[config.mk]
export PLATFORM = sky130hd
export DESIGN_NAME = torque_and_homing_mode_ctrl
export DESIGN_NICKNAME = d
export VERILOG_FILES = /design/src/rtl/torque_and_homing_mode_ctrl.v /design/src/rtl/window_timer.v
export VERILOG_INCLUDE_DIRS = /design/src /design/src/rtl
export SDC_FILE = /design/constraint.sdc
export NUM_CORES = 2
export LEC_CHECK = 0
export ABC_AREA = 1
export BUFFER_PORTS_ARGS = -buffer_cell sky130_fd_sc_hd__buf_2
export CAP_MARGIN = 20
export CORE_ASPECT_RATIO = 0.8
export CORE_UTILIZATION = 50
export DETAILED_ROUTE_END_ITERATION = 10
export GPL_TIMING_DRIVEN = 0
export PLACE_DENSITY_LB_ADDON = 0.25
export SLEW_MARGIN = 20
export SYNTH_ARGS = -nofsm -noshare
export SYNTH_HDL_FRONTEND = slang
export SYNTH_SLANG_ARGS = --single-unit
[constraint.sdc]
create_clock -name ref_clk -period 21 [get_ports ref_clk]
set_input_delay 2.1 -clock ref_clk [delete_from_list [all_inputs] [get_ports ref_clk]]
set_output_delay 2.1 -clock ref_clk [all_outputs]
set_load 0.03 [all_outputs]
[src/rtl/torque_homing_defs.vh]
// Register map, field positions and timing constants for the torque and homing mode controller
`ifndef TORQUE_HOMING_DEFS_VH
`define TORQUE_HOMING_DEFS_VH
// Register byte offsets
`define REG_MODE 12'h000
`define REG_CTRL 12'h004
`define REG_STATUS 12'h008
`define REG_TARGET_TORQUE 12'h00C
`define REG_MAX_TORQUE 12'h010
`define REG_MAX_CURRENT 12'h014
`define REG_MOTOR_MAX_CURRENT 12'h018
`define REG_TORQUE_SLOPE 12'h01C
`define REG_TORQUE_WINDOW 12'h020
`define REG_TORQUE_WIN_TIME 12'h024
`define REG_OVERLOAD_TIME 12'h028
`define REG_SUBMODE 12'h02C
`define REG_TORQUE_ACTUAL 12'h030
`define REG_TORQUE_DEMAND 12'h034
`define REG_HOME_OFFSET 12'h038
`define REG_SWITCH_SPEED 12'h03C
`define REG_ZERO_SPEED 12'h040
`define REG_MAX_SPEED 12'h044
`define REG_HOMING_ACCEL 12'h048
`define REG_BLOCK_CURRENT 12'h04C
`define REG_BLOCK_TIME 12'h050
`define REG_HOMING_OUT 12'h054
// Mode selector values
`define MODE_TORQUE 8'h04
`define MODE_HOMING 8'h06
// Controlword, statusword and submode bits
`define CW_HOMING_START 4
`define CW_HALT 8
`define SW_TARGET_REACHED 10
`define SW_LIMIT 11
`define SW_HOMED 12
`define SW_HOMING_ERROR 13
`define SUBMODE_REAL_TORQUE 5
// Torque unit: thousandths of rated current
`define PERMILLE_FULL 16'h03E8
`define RATED_PERMILLE 16'h03E8
// Control cycle length in clocks; one cycle stands for a millisecond of drive time
// Limitation: a true 1 ms cycle would need 200000 clocks here
`define CYCLE_COUNT 18'h003E8
// Control cycles per second, sized to the 16-bit slope register
`define CYCLES_PER_SEC 16'h03E8
`endif

[src/rtl/torque_and_homing_mode_ctrl.v]
// Profile torque and homing mode control with APB registers
// Behaviour
// - Torque mode runs only while closed-loop control is enabled.
// - Halt bit 8 holds motor; falling edge starts, rising edge ramps to standstill.
// - Status bit 10 with halt bit encodes reached, braking, standstill.
// - Torque reached only after staying inside window for window time.
// - Status bit 11 set while target torque exceeds maximum torque.
// - Torque values are thousandths of rated torque, equal to rated current.
// - Target clamped to smaller of maximum torque and maximum current.
// - Ramp output published as demand, slope limited per second.
// - Above rated only with overload duration set; always capped by motor maximum.
// - Submode bit 5 picks speed-capped velocity control or pure torque.
// - Homing runs while controlword bit 4 is one until reference reached.
// - Status bits 13,12,10 encode homing progress and errors.
// - Bit 12 set after full homing; cleared during later runs and on error.
// - On completion position zero is placed at home offset.
// - Switch search speed, then index search speed, both capped at maximum.
// - Homing acceleration used for start and braking.
// - Block seen above current threshold, then drive on for set milliseconds.
`timescale 1ns/100ps
`include "torque_homing_defs.vh"
module torque_and_homing_mode_ctrl (
  input wire ref_clk,
  input wire rst_b,
  input wire psel,
  input wire penable,
  input wire pwrite,
  input wire [11:0] paddr,
  input wire [31:0] pwdata,
  output reg [31:0] prdata,
  output wire pready,
  output wire pslverr,
  input wire closed_loop_on,
  input wire [15:0] actual_torque,
  input wire [15:0] motor_current,
  input wire speed_zero,
  input wire switch_found,
  input wire index_found,
  input wire block_homing,
  input wire homing_fault,
  output reg [15:0] torque_demand,
  output reg torque_active,
  output reg speed_cap_on,
  output reg [31:0] speed_command,
  output reg [31:0] accel_command,
  output reg [31:0] position_zero,
  output reg position_zero_load
);
  // Homing states
  localparam H_IDLE = 3'd0;
  localparam H_SWITCH = 3'd1;
  localparam H_INDEX = 3'd2;
  localparam H_BLOCK = 3'd3;
  localparam H_DONE = 3'd4;
  localparam H_ERROR = 3'd5;
  reg rst_s1, rst_n;
  reg [7:0] mode;
  reg [15:0] ctrl;
  reg [15:0] status;
  reg [15:0] target_torque, max_torque, max_current, motor_max_current, torque_slope;
  reg [15:0] torque_window, torque_win_time, overload_time, submode;
  reg [31:0] home_offset, switch_speed, zero_speed, max_speed, homing_accel;
  reg [15:0] block_current, block_time;
  reg [17:0] div_count;
  reg tick;
  reg halt_prev;
  reg running;
  reg [2:0] hstate;
  reg homed;
  reg [15:0] block_count;
  reg [15:0] limit_a, limit_b, limit, clamped, step_now;
  reg [16:0] diff;
  reg in_window;
  wire win_done;
  wire torque_mode = (mode == `MODE_TORQUE) && closed_loop_on;
  wire homing_mode = (mode == `MODE_HOMING);
  wire halt = ctrl[`CW_HALT];
  wire wr = psel && penable && pwrite;
  // Reset released through two flops
  always @(posedge ref_clk or negedge rst_b) begin
    if (!rst_b) begin
      rst_s1 <= 1'b0;
      rst_n <= 1'b0;
    end else begin
      rst_s1 <= 1'b1;
      rst_n <= rst_s1;
    end
  end
  // Control cycle tick divider
  always @(posedge ref_clk or negedge rst_n) begin
    if (!rst_n) begin
      div_count <= 18'h00000;
      tick <= 1'b0;
    end else if (div_count == `CYCLE_COUNT - 1) begin
      div_count <= 18'h00000;
      tick <= 1'b1;
    end else begin
      div_count <= div_count + 18'h00001;
      tick <= 1'b0;
    end
  end
  // Zero-wait APB slave, unmapped addresses error
  assign pready = 1'b1;
  assign pslverr = psel && penable && (paddr > `REG_HOMING_OUT || paddr[1:0] != 2'b00);
  // Register writes
  always @(posedge ref_clk or negedge rst_n) begin
    if (!rst_n) begin
      mode <= 8'h00;
      ctrl <= 16'h0000;
      target_torque <= 16'h0000;
      max_torque <= `PERMILLE_FULL;
      max_current <= `PERMILLE_FULL;
      motor_max_current <= `PERMILLE_FULL;
      torque_slope <= `PERMILLE_FULL;
      torque_window <= 16'h0000;
      torque_win_time <= 16'h0000;
      overload_time <= 16'h0000;
      submode <= 16'h0000;
      home_offset <= 32'h00000000;
      switch_speed <= 32'h00000000;
      zero_speed <= 32'h00000000;
      max_speed <= 32'hFFFFFFFF;
      homing_accel <= 32'h00000000;
      block_current <= 16'hFFFF;
      block_time <= 16'h0000;
    end else if (wr && !pslverr) begin
      case (paddr)
        `REG_MODE: mode <= pwdata[7:0];
        `REG_CTRL: ctrl <= pwdata[15:0];
        `REG_TARGET_TORQUE: target_torque <= pwdata[15:0];
        `REG_MAX_TORQUE: max_torque <= pwdata[15:0];
        `REG_MAX_CURRENT: max_current <= pwdata[15:0];
        `REG_MOTOR_MAX_CURRENT: motor_max_current <= pwdata[15:0];
        `REG_TORQUE_SLOPE: torque_slope <= pwdata[15:0];
        `REG_TORQUE_WINDOW: torque_window <= pwdata[15:0];
        `REG_TORQUE_WIN_TIME: torque_win_time <= pwdata[15:0];
        `REG_OVERLOAD_TIME: overload_time <= pwdata[15:0];
        `REG_SUBMODE: submode <= pwdata[15:0];
        `REG_HOME_OFFSET: home_offset <= pwdata;
        `REG_SWITCH_SPEED: switch_speed <= pwdata;
        `REG_ZERO_SPEED: zero_speed <= pwdata;
        `REG_MAX_SPEED: max_speed <= pwdata;
        `REG_HOMING_ACCEL: homing_accel <= pwdata;
        `REG_BLOCK_CURRENT: block_current <= pwdata[15:0];
        `REG_BLOCK_TIME: block_time <= pwdata[15:0];
        default: ;
      endcase
    end
  end
  // Read mux
  always @* begin
    case (paddr)
      `REG_MODE: prdata = {24'h000000, mode};
      `REG_CTRL: prdata = {16'h0000, ctrl};
      `REG_STATUS: prdata = {16'h0000, status};
      `REG_TARGET_TORQUE: prdata = {16'h0000, target_torque};
      `REG_MAX_TORQUE: prdata = {16'h0000, max_torque};
      `REG_MAX_CURRENT: prdata = {16'h0000, max_current};
      `REG_MOTOR_MAX_CURRENT: prdata = {16'h0000, motor_max_current};
      `REG_TORQUE_SLOPE: prdata = {16'h0000, torque_slope};
      `REG_TORQUE_WINDOW: prdata = {16'h0000, torque_window};
      `REG_TORQUE_WIN_TIME: prdata = {16'h0000, torque_win_time};
      `REG_OVERLOAD_TIME: prdata = {16'h0000, overload_time};
      `REG_SUBMODE: prdata = {16'h0000, submode};
      `REG_TORQUE_ACTUAL: prdata = {16'h0000, actual_torque};
      `REG_TORQUE_DEMAND: prdata = {16'h0000, torque_demand};
      `REG_HOME_OFFSET: prdata = home_offset;
      `REG_SWITCH_SPEED: prdata = switch_speed;
      `REG_ZERO_SPEED: prdata = zero_speed;
      `REG_MAX_SPEED: prdata = max_speed;
      `REG_HOMING_ACCEL: prdata = homing_accel;
      `REG_BLOCK_CURRENT: prdata = {16'h0000, block_current};
      `REG_BLOCK_TIME: prdata = {16'h0000, block_time};
      `REG_HOMING_OUT: prdata = {13'h0000, hstate, 15'h0000, homed};
      default: prdata = 32'h00000000;
    endcase
  end
  // Torque limit chain, all in permille of rated current
  always @* begin
    limit_a = (max_torque < max_current) ? max_torque : max_current;
    // Overdrive above rated only with an overload duration configured
    limit_b = (overload_time == 16'h0000 && limit_a > `RATED_PERMILLE) ? `RATED_PERMILLE : limit_a;
    limit = (limit_b < motor_max_current) ? limit_b : motor_max_current;
    clamped = (target_torque > limit) ? limit : target_torque;
    // Slope is per second; one step per control tick, at least one unit
    step_now = (torque_slope < `CYCLES_PER_SEC) ? 16'h0001 : torque_slope / `CYCLES_PER_SEC;
    diff = (actual_torque > clamped) ? {1'b0, actual_torque - clamped} : {1'b0, clamped - actual_torque};
    in_window = torque_mode && running && !halt && (diff <= {1'b0, torque_window});
  end
  window_timer u_window (
    .clk(ref_clk),
    .rst_n(rst_n),
    .tick(tick),
    .cond(in_window),
    .limit(torque_win_time),
    .done(win_done)
  );
  // Torque ramp and halt handling, one step per control tick
  always @(posedge ref_clk or negedge rst_n) begin
    if (!rst_n) begin
      torque_demand <= 16'h0000;
      halt_prev <= 1'b1;
      running <= 1'b0;
      torque_active <= 1'b0;
      speed_cap_on <= 1'b1;
    end else if (tick) begin
      halt_prev <= halt;
      torque_active <= torque_mode;
      speed_cap_on <= !submode[`SUBMODE_REAL_TORQUE];
      if (!torque_mode) begin
        running <= 1'b0;
        torque_demand <= 16'h0000;
      end else begin
        if (halt_prev && !halt) begin
          running <= 1'b1;
        end else if (!halt_prev && halt) begin
          running <= 1'b0;
        end
        // Halted axis ramps demand down to zero under the same slope
        if (halt || !running) begin
          torque_demand <= (torque_demand > step_now) ? torque_demand - step_now : 16'h0000;
        end else if (torque_demand + step_now < clamped) begin
          torque_demand <= torque_demand + step_now;
        end else if (torque_demand > clamped + step_now) begin
          torque_demand <= torque_demand - step_now;
        end else begin
          torque_demand <= clamped;
        end
      end
    end
  end
  // Homing sequencer
  always @(posedge ref_clk or negedge rst_n) begin
    if (!rst_n) begin
      hstate <= H_IDLE;
      homed <= 1'b0;
      block_count <= 16'h0000;
      speed_command <= 32'h00000000;
      accel_command <= 32'h00000000;
      position_zero <= 32'h00000000;
      position_zero_load <= 1'b0;
    end else begin
      position_zero_load <= 1'b0;
      if (tick) begin
        accel_command <= homing_accel;
        case (hstate)
          H_IDLE: begin
            speed_command <= 32'h00000000;
            if (homing_mode && ctrl[`CW_HOMING_START]) begin
              hstate <= H_SWITCH;
              homed <= 1'b0;
            end
          end
          H_SWITCH: begin
            speed_command <= (switch_speed > max_speed) ? max_speed : switch_speed;
            if (block_homing && motor_current > block_current) begin
              hstate <= H_BLOCK;
              block_count <= 16'h0000;
            end else if (switch_found) begin
              hstate <= H_INDEX;
            end
          end
          H_INDEX: begin
            speed_command <= (zero_speed > max_speed) ? max_speed : zero_speed;
            if (index_found) begin
              hstate <= H_DONE;
            end
          end
          H_BLOCK: begin
            // Keep pushing against the block for the set time
            if (block_count >= block_time) begin
              hstate <= H_DONE;
            end else begin
              block_count <= block_count + 16'h0001;
            end
          end
          H_DONE: begin
            speed_command <= 32'h00000000;
          end
          H_ERROR: begin
            speed_command <= 32'h00000000;
          end
          default: hstate <= H_IDLE;
        endcase
        if (hstate == H_INDEX && index_found || hstate == H_BLOCK && block_count >= block_time) begin
          homed <= 1'b1;
          position_zero <= home_offset;
          position_zero_load <= 1'b1;
        end
        // Master abort or fault ends the run
        if (hstate == H_SWITCH || hstate == H_INDEX || hstate == H_BLOCK) begin
          if (homing_fault) begin
            hstate <= H_ERROR;
            homed <= 1'b0;
          end else if (!ctrl[`CW_HOMING_START] || !homing_mode) begin
            hstate <= H_IDLE;
          end
        end else if ((hstate == H_DONE || hstate == H_ERROR) && !ctrl[`CW_HOMING_START]) begin
          hstate <= H_IDLE;
        end
      end
    end
  end
  // Statusword refreshed once per control tick
  always @(posedge ref_clk or negedge rst_n) begin
    if (!rst_n) begin
      status <= 16'h0000;
    end else if (tick) begin
      status <= 16'h0000;
      if (torque_mode) begin
        status[`SW_TARGET_REACHED] <= halt ? speed_zero : win_done;
        status[`SW_LIMIT] <= target_torque > max_torque;
      end else if (homing_mode) begin
        // Bits 13,12,10
        status[`SW_HOMING_ERROR] <= (hstate == H_ERROR);
        status[`SW_HOMED] <= homed && hstate != H_ERROR;
        status[`SW_TARGET_REACHED] <= (hstate == H_ERROR) ? speed_zero :
          (hstate == H_DONE || hstate == H_IDLE);
      end
    end
  end
endmodule // torque_and_homing_mode_ctrl

[src/rtl/window_timer.v]
// Dwell timer: counts control ticks a condition has held
`timescale 1ns/100ps
module window_timer (
  input wire clk,
  input wire rst_n,
  input wire tick,
  input wire cond,
  input wire [15:0] limit,
  output reg done
);
  reg [15:0] count;
  // Restart whenever the condition drops out
  always @(posedge clk or negedge rst_n) begin
    if (!rst_n) begin
      count <= 16'h0000;
      done <= 1'b0;
    end else if (!cond) begin
      count <= 16'h0000;
      done <= 1'b0;
    end else if (tick) begin
      if (count >= limit) begin
        done <= 1'b1;
      end else begin
        count <= count + 16'h0001;
      end
    end
  end
endmodule // window_timer
# Word level (Yosys, flattened, before mapping)
# Cells that the tools add are included.
# Widths: inputs -> output; s select.
# op_classes
n_mul,0
shifts,0
reduce_logical,64
n_mux,53
n_eq_ne,36
n_div,1
n_bitwise,0
addsub,8
order_cmp,17
# ops
operator,n
$pmux 32 s22,1
$mux 16,16
$eq 12x6->1 const B,8
$gt 16x16->1,6
$pmux 32 s3,1
$eq 12x7->1 const B,6
$gt 32x32->1,2
$mux 32,2
$eq 12x5->1 const B,4
$lt 16x16->1,3
$sub 16x16->16,3
$reduce_and 2->1,23
$add 16x1->16 const B,2
$add 16x16->16,2
$ge 16x16->1,2
$pmux 16 s2,1
$mux 3,9
$eq 12x4->1 const B,2
$mux 1,19
$add 18x1->18 const B,1
$eq 18x10->1 const B,1
$mux 18,1
$logic_and 1x1->1,17
$div 16x10->16 const B,1
24 further kinds,46
# word_totals
word_cells,216
input_bits,87
latch_bits,0
romBits,0
ram_bits,0
mem_count,0
regBits,539

# Longest topological paths before layout
# logic_depth
ltp_word,15
ltp_mapped,84
depth_no_buf,82

# Hierarchy
# Synthesis repeated with hierarchy kept, for this count alone.
# hier_totals
cells_unflattened,4505
area_unflattened_um2,34564.4
# modules_own_cells
mod,area_each_um2,instances,cells_per_inst
torque_and_homing_mode_ctrl,33035.4,1,4286
window_timer,1529.0,1,219

# Worst setup path before layout
# Ideal clock, no wire load.
# synth_timing
kind,reg2reg
from,reg max_current[9]
to,reg u_window.count[14]
slack_ns,10.577
synth_period_minus_slack_ns,10.423
setup_time_ns,0.121
n_path_buf,7
path_stages_with_launch,73
arrival_ns,10.302
path_cell_list,dfstp_2 inv_1 ha_1 a21oi_1 o21ai_1 a21oi_2 nand2_4 buf_4 o21ai_0 nand2_1 nor2_1 nand2_1 nand2_2 inv_1 or2_2 ha_1 a21oi_1 nand3b_1 [37 not listed] inv_1 nand3_1 nor3_1 nand2_1 o2111ai_1 nand2_1 nand2_1 inv_1 nand2_1 nand2_1 nor2_1 nand3_1 nor2_1 nand3_1 nor2_1 nand4_1 o21ai_0 nor2_1
# synth_between
elab_chain_len,15
# synth_lines
item,line_no,text
"start, declared",torque_and_homing_mode_ctrl.v:60,"reg [15:0] target_torque, max_torque, max_current, motor_max_current, torque_slope;"
"start signal, assigned",torque_and_homing_mode_ctrl.v:112,max_current <= `PERMILLE_FULL;
"start signal, assigned",torque_and_homing_mode_ctrl.v:132,`REG_MAX_CURRENT: max_current <= pwdata[15:0];
$lt 16x16->1,torque_and_homing_mode_ctrl.v:180,limit_a = (max_torque < max_current) ? max_torque : max_current;
$mux 16 *,torque_and_homing_mode_ctrl.v:180,
$gt 16x10->1 (no line),--,
$logic_and 1x1->1 (no line),--,
$mux 16 *,torque_and_homing_mode_ctrl.v:182,limit_b = (overload_time == 16'h0000 && limit_a > `RATED_PERMILLE) ? `RATED_PERMILLE : limit_a;
$lt 16x16->1,torque_and_homing_mode_ctrl.v:183,limit = (limit_b < motor_max_current) ? limit_b : motor_max_current;
$mux 16 *,torque_and_homing_mode_ctrl.v:183,
$gt 16x16->1,torque_and_homing_mode_ctrl.v:184,clamped = (target_torque > limit) ? limit : target_torque;
$mux 16 *,torque_and_homing_mode_ctrl.v:184,
$sub 16x16->16 or $gt 16x16->1 (tied branches),torque_and_homing_mode_ctrl.v:187,"diff = (actual_torque > clamped) ? {1'b0, actual_torque - clamped} : {1'b0, clamped - actual_torque};"
$mux 16 *,torque_and_homing_mode_ctrl.v:187,
$le 16x16->1 *,torque_and_homing_mode_ctrl.v:188,"in_window = torque_mode && running && !halt && (diff <= {1'b0, torque_window});"
$logic_and 1x1->1 *,torque_and_homing_mode_ctrl.v:188,
$ne 2x2->1 (no line),--,
$reduce_and 2->1 (no line),--,
"end signal, assigned",window_timer.v:24,count <= count + 16'h0001;
"end, declared",window_timer.v:11,reg [15:0] count;
# Mark *: on every way between the ends. The rest lies on a longest branch, timed or not.
# A chain may end at the register's enable or synchronous reset.

# Final worst setup path
# Same ends and word-level chain as after synthesis.

==> impl_metrics.env <==
export IMPL_drt_wl_total_mm=161
export IMPL_postPlaceCellArea_um2=36800
export IMPL_postCtsSetupBuffers=0
export IMPL_post_route_util_pct=57.5
export IMPL_seqPwrFrac_pct=45.5
export IMPL_synth_area_um2=34200
export IMPL_start_kind="flip-flop"
export IMPL_p_per_area_nw_per_um2=59.0
export IMPL_period_share_pct=67.3
export IMPL_hold_class="flip-flop to asynchronous set/reset pin"
export IMPL_clock_latency_ps=660
export IMPL_max_stage_delay_ps=550
export IMPL_htree_levels=2
export IMPL_dieArea_um2=69400
export IMPL_grt_pass1_wl_mm=226
export IMPL_p_leak_nw=18.4
export IMPL_synth_top_area_share_pct=34.0
export IMPL_route_detailed_drc=0
export IMPL_end_kind="flip-flop"
export IMPL_core_um2=67400
export IMPL_ys_async_sr_fraction_pct=100
export IMPL_yosys_most_used_dff="dfrtp_1"
export IMPL_worst_slack_ps=6860
export IMPL_wire_per_inst_um=28.2
export IMPL_layout_drive_gt1_share_pct=10.8
export IMPL_cts_root_buffer="clkbuf_16"
export IMPL_tightest_slew_ps=1280
export IMPL_final_area_um2=38800
export IMPL_die_w_um=294
export IMPL_grt_start_max_net_pins=58
export IMPL_max_slew_margin_pct=14.1
export IMPL_crit_path_max_fanout=10
export IMPL_p_clk_share_pct=47.8
export IMPL_worstSetupPathType="flip-flop to flip-flop"
export IMPL_numCtsBuffers=55
export IMPL_postCtsHoldBufs=0
export IMPL_cts_reportedPaths_clkPinSlew_ps=70
export IMPL_io_pins=236
export IMPL_grt_pass1_vias=31738
export IMPL_synth_enable_flop_cells=0
export IMPL_gp_congestion=1.10
export IMPL_rsz0062_at_grt="no"
export IMPL_syn_inst=4427
export IMPL_setup_viol=0
export IMPL_finalCriticalPeriod_ps=14140
export IMPL_critPathRequiredTime_ps=21540
export IMPL_drtIter0Drc=5566
export IMPL_areaGrowthSynthToFinish_pct=13.5
export IMPL_ys_top_cells_by_area="dfrtp_1, nand2_1, ha_1"
export IMPL_r2r_start="max_current[9]$_DFFE_PN1P_"
export IMPL_nFillCells=6327
export IMPL_ys_top_cells_by_count="nand2_1, inv_1, o21ai_0"
export IMPL_grt_antenna_before_repair=14
export IMPL_p_int_w=0.00171
export IMPL_ys_warn_count=0
export IMPL_power_w=0.00229
export IMPL_cts_sinks=539
export IMPL_yosysMostFrequentCell="nand2_1"
export IMPL_finalHoldViolations=0
export IMPL_gr_total_overflow=0
export IMPL_p_sw_w=0.000583
export IMPL_initial_core_util_pct=50.7
export IMPL_maxCapViolations=0
export IMPL_yosys_area_top_type="dfrtp_1"
export IMPL_skew_ps=27.8
export IMPL_crit_path_start="max_current[9]$_DFFE_PN1P_"
export IMPL_drv_slew=0
export IMPL_arrival_ps=14680
export IMPL_ir_drop_uv=74.1
export IMPL_reg2reg_to="u_window.count[14]$_DFFE_PN0P_"
export IMPL_dr_pass1_iters=6
export IMPL_viasPerCell=6.22
export IMPL_holdWs_ps=298
export IMPL_cp_endpoint="u_window.count[14]$_DFFE_PN0P_"
export IMPL_max_freq_mhz=70.7
export IMPL_seq_area_frac_synth_pct=39.7
export IMPL_r2r_slack_ps=6860
export IMPL_ys_ff_latch=539
export IMPL_die_y_um=236
export IMPL_clockBufferDepth=3
export IMPL_port_buffers=234
export IMPL_reg2regPathDepth=69
export IMPL_vias=35430
export IMPL_status="completed"
export IMPL_cp_common_cell="nand2_1"
export IMPL_dp_hpwl_mm=128
export IMPL_dp_slack_ps=7470
export IMPL_p_comb_share_pct=6.7
export IMPL_ant_nets=0
export IMPL_synth_cell_types=72
export IMPL_globalRouteTotalUtil_pct=45.7
export IMPL_fin_nets=5101
export IMPL_cp_slowest_cell="dfstp_2"
export IMPL_cts_resized_gates=0
export IMPL_cts_tree="done"
export IMPL_rows=85
export IMPL_p_sw_share_pct=25.5
export IMPL_syn_area_per_cell_um2=7.72
-- layer usage --
| metal | track usage [%] | vias to the layer above | routed length (um) |
|---|---|---|---|
| li1 | - | 15459 | - |
| met1 | 68.9 | 17193 | 69200 |
| met2 | 57.5 | 2500 | 59200 |
| met3 | 21.0 | 270 | 27400 |
| met4 | 11.5 | 8 | 4700 |
| met5 | 0 | - | 61 |
-- worst min path at each step --
stage | start | end | slack, ps | cells past startpoint
after global placement | rst_s1$_DFF_PN0_ | rst_n$_DFF_PN0_ | 330 | 0
after global routing | rst_n$_DFF_PN0_ | speed_command[18]$_DFFE_PN0P_ | 340 | 0
after CTS | rst_n$_DFF_PN0_ | speed_command[18]$_DFFE_PN0P_ | 320 | 0
after detailed placement | rst_n$_DFF_PN0_ | speed_command[18]$_DFFE_PN0P_ | 320 | 0
final | rst_n$_DFF_PN0_ | speed_command[18]$_DFFE_PN0P_ | 300 | 0
after floorplan | rst_s1$_DFF_PN0_ | rst_n$_DFF_PN0_ | 330 | 0
-- logic make-up after synthesis --
| family | synth area share, % |
|---|---|
| adder cells (fa/ha/maj) | 10.4 |
| AND/OR/NAND/NOR | 20.3 |
| other | 0.0110 |
| AO/OA/AOI/OAI | 18.8 |
| XOR/XNOR | 1.92 |
| flip-flops | 39.7 |
| multiplexers | 0.0879 |
| buffers and inverters | 8.80 |
-- per-stage QoR --
stage          setup TNS, ps  instances
2_1_floorplan              0       4428
3_3_place_gp         -746360       5575
3_5_place_dp               0       5588
4_1_cts                    0       5692
5_1_grt                    0       5694
6_report                   0       5696
-- power groups by stage --
stage / clock (W) / sequential [W] / combinational (W)
finish: 0.00109 / 0.00104 / 0.000154
global route: 0.00113 / 0.00104 / 0.000163
CTS: 0.00109 / 0.00104 / 0.000147
detailed placement: 0 / 0.00106 / 0.000146
global placement: 0 / 0.00108 / 0.000119
floorplan: 0 / 0.00107 / 0.0000637
-- area by class of cell --
cell class	count	area, um2	share of cell area (%)
multi-input cells	3096	17600	45.4
clock inverters	22	364	0.939
plain buffers	178	697	1.80
clock buffers	82	1590	4.09
well taps	913	1140	2.95
diodes	3	7.51	0.0194
inverters	615	2310	5.96
repair buffers	248	1470	3.79
flip-flops and latches	539	13600	35.0
-- critical path: cells and delay by family, from the launching register on --
family,cells,cell delay [ps]
AOI/OAI and AO/OA,21,4580
and+or+nand+nor,30,4270
buffers and inverters,12,2700
adders and majority gates,5,1720
DFF,1,550
xor gates and xnor gates,1,180
-- cells in the final DEF (no fill, tap or decap), types with 48 or more instances in the layout --
cell	instances
nand2_1	1081
inv_1	591
o21ai_0	531
dfrtp_1	464
ha_1	276
buf_2	238
nor2_1	207
a21oi_1	191
clkbuf_1	180
nand3_1	145
o22ai_1	93
dfstp_2	74
o211ai_1	73
xor2_1	58
clkbuf_16	55
nand4_1	48
-- flip-flops by register name (all words and copies together) (netlist names), 18 cells and up --
signal / cells
zero_speed: 32
max_speed: 32
home_offset: 32
speed_command: 32
accel_command: 32
switch_speed: 32
position_zero: 32
div_count: 18
homing_accel: 32
(Power assumes the default switching activity.)
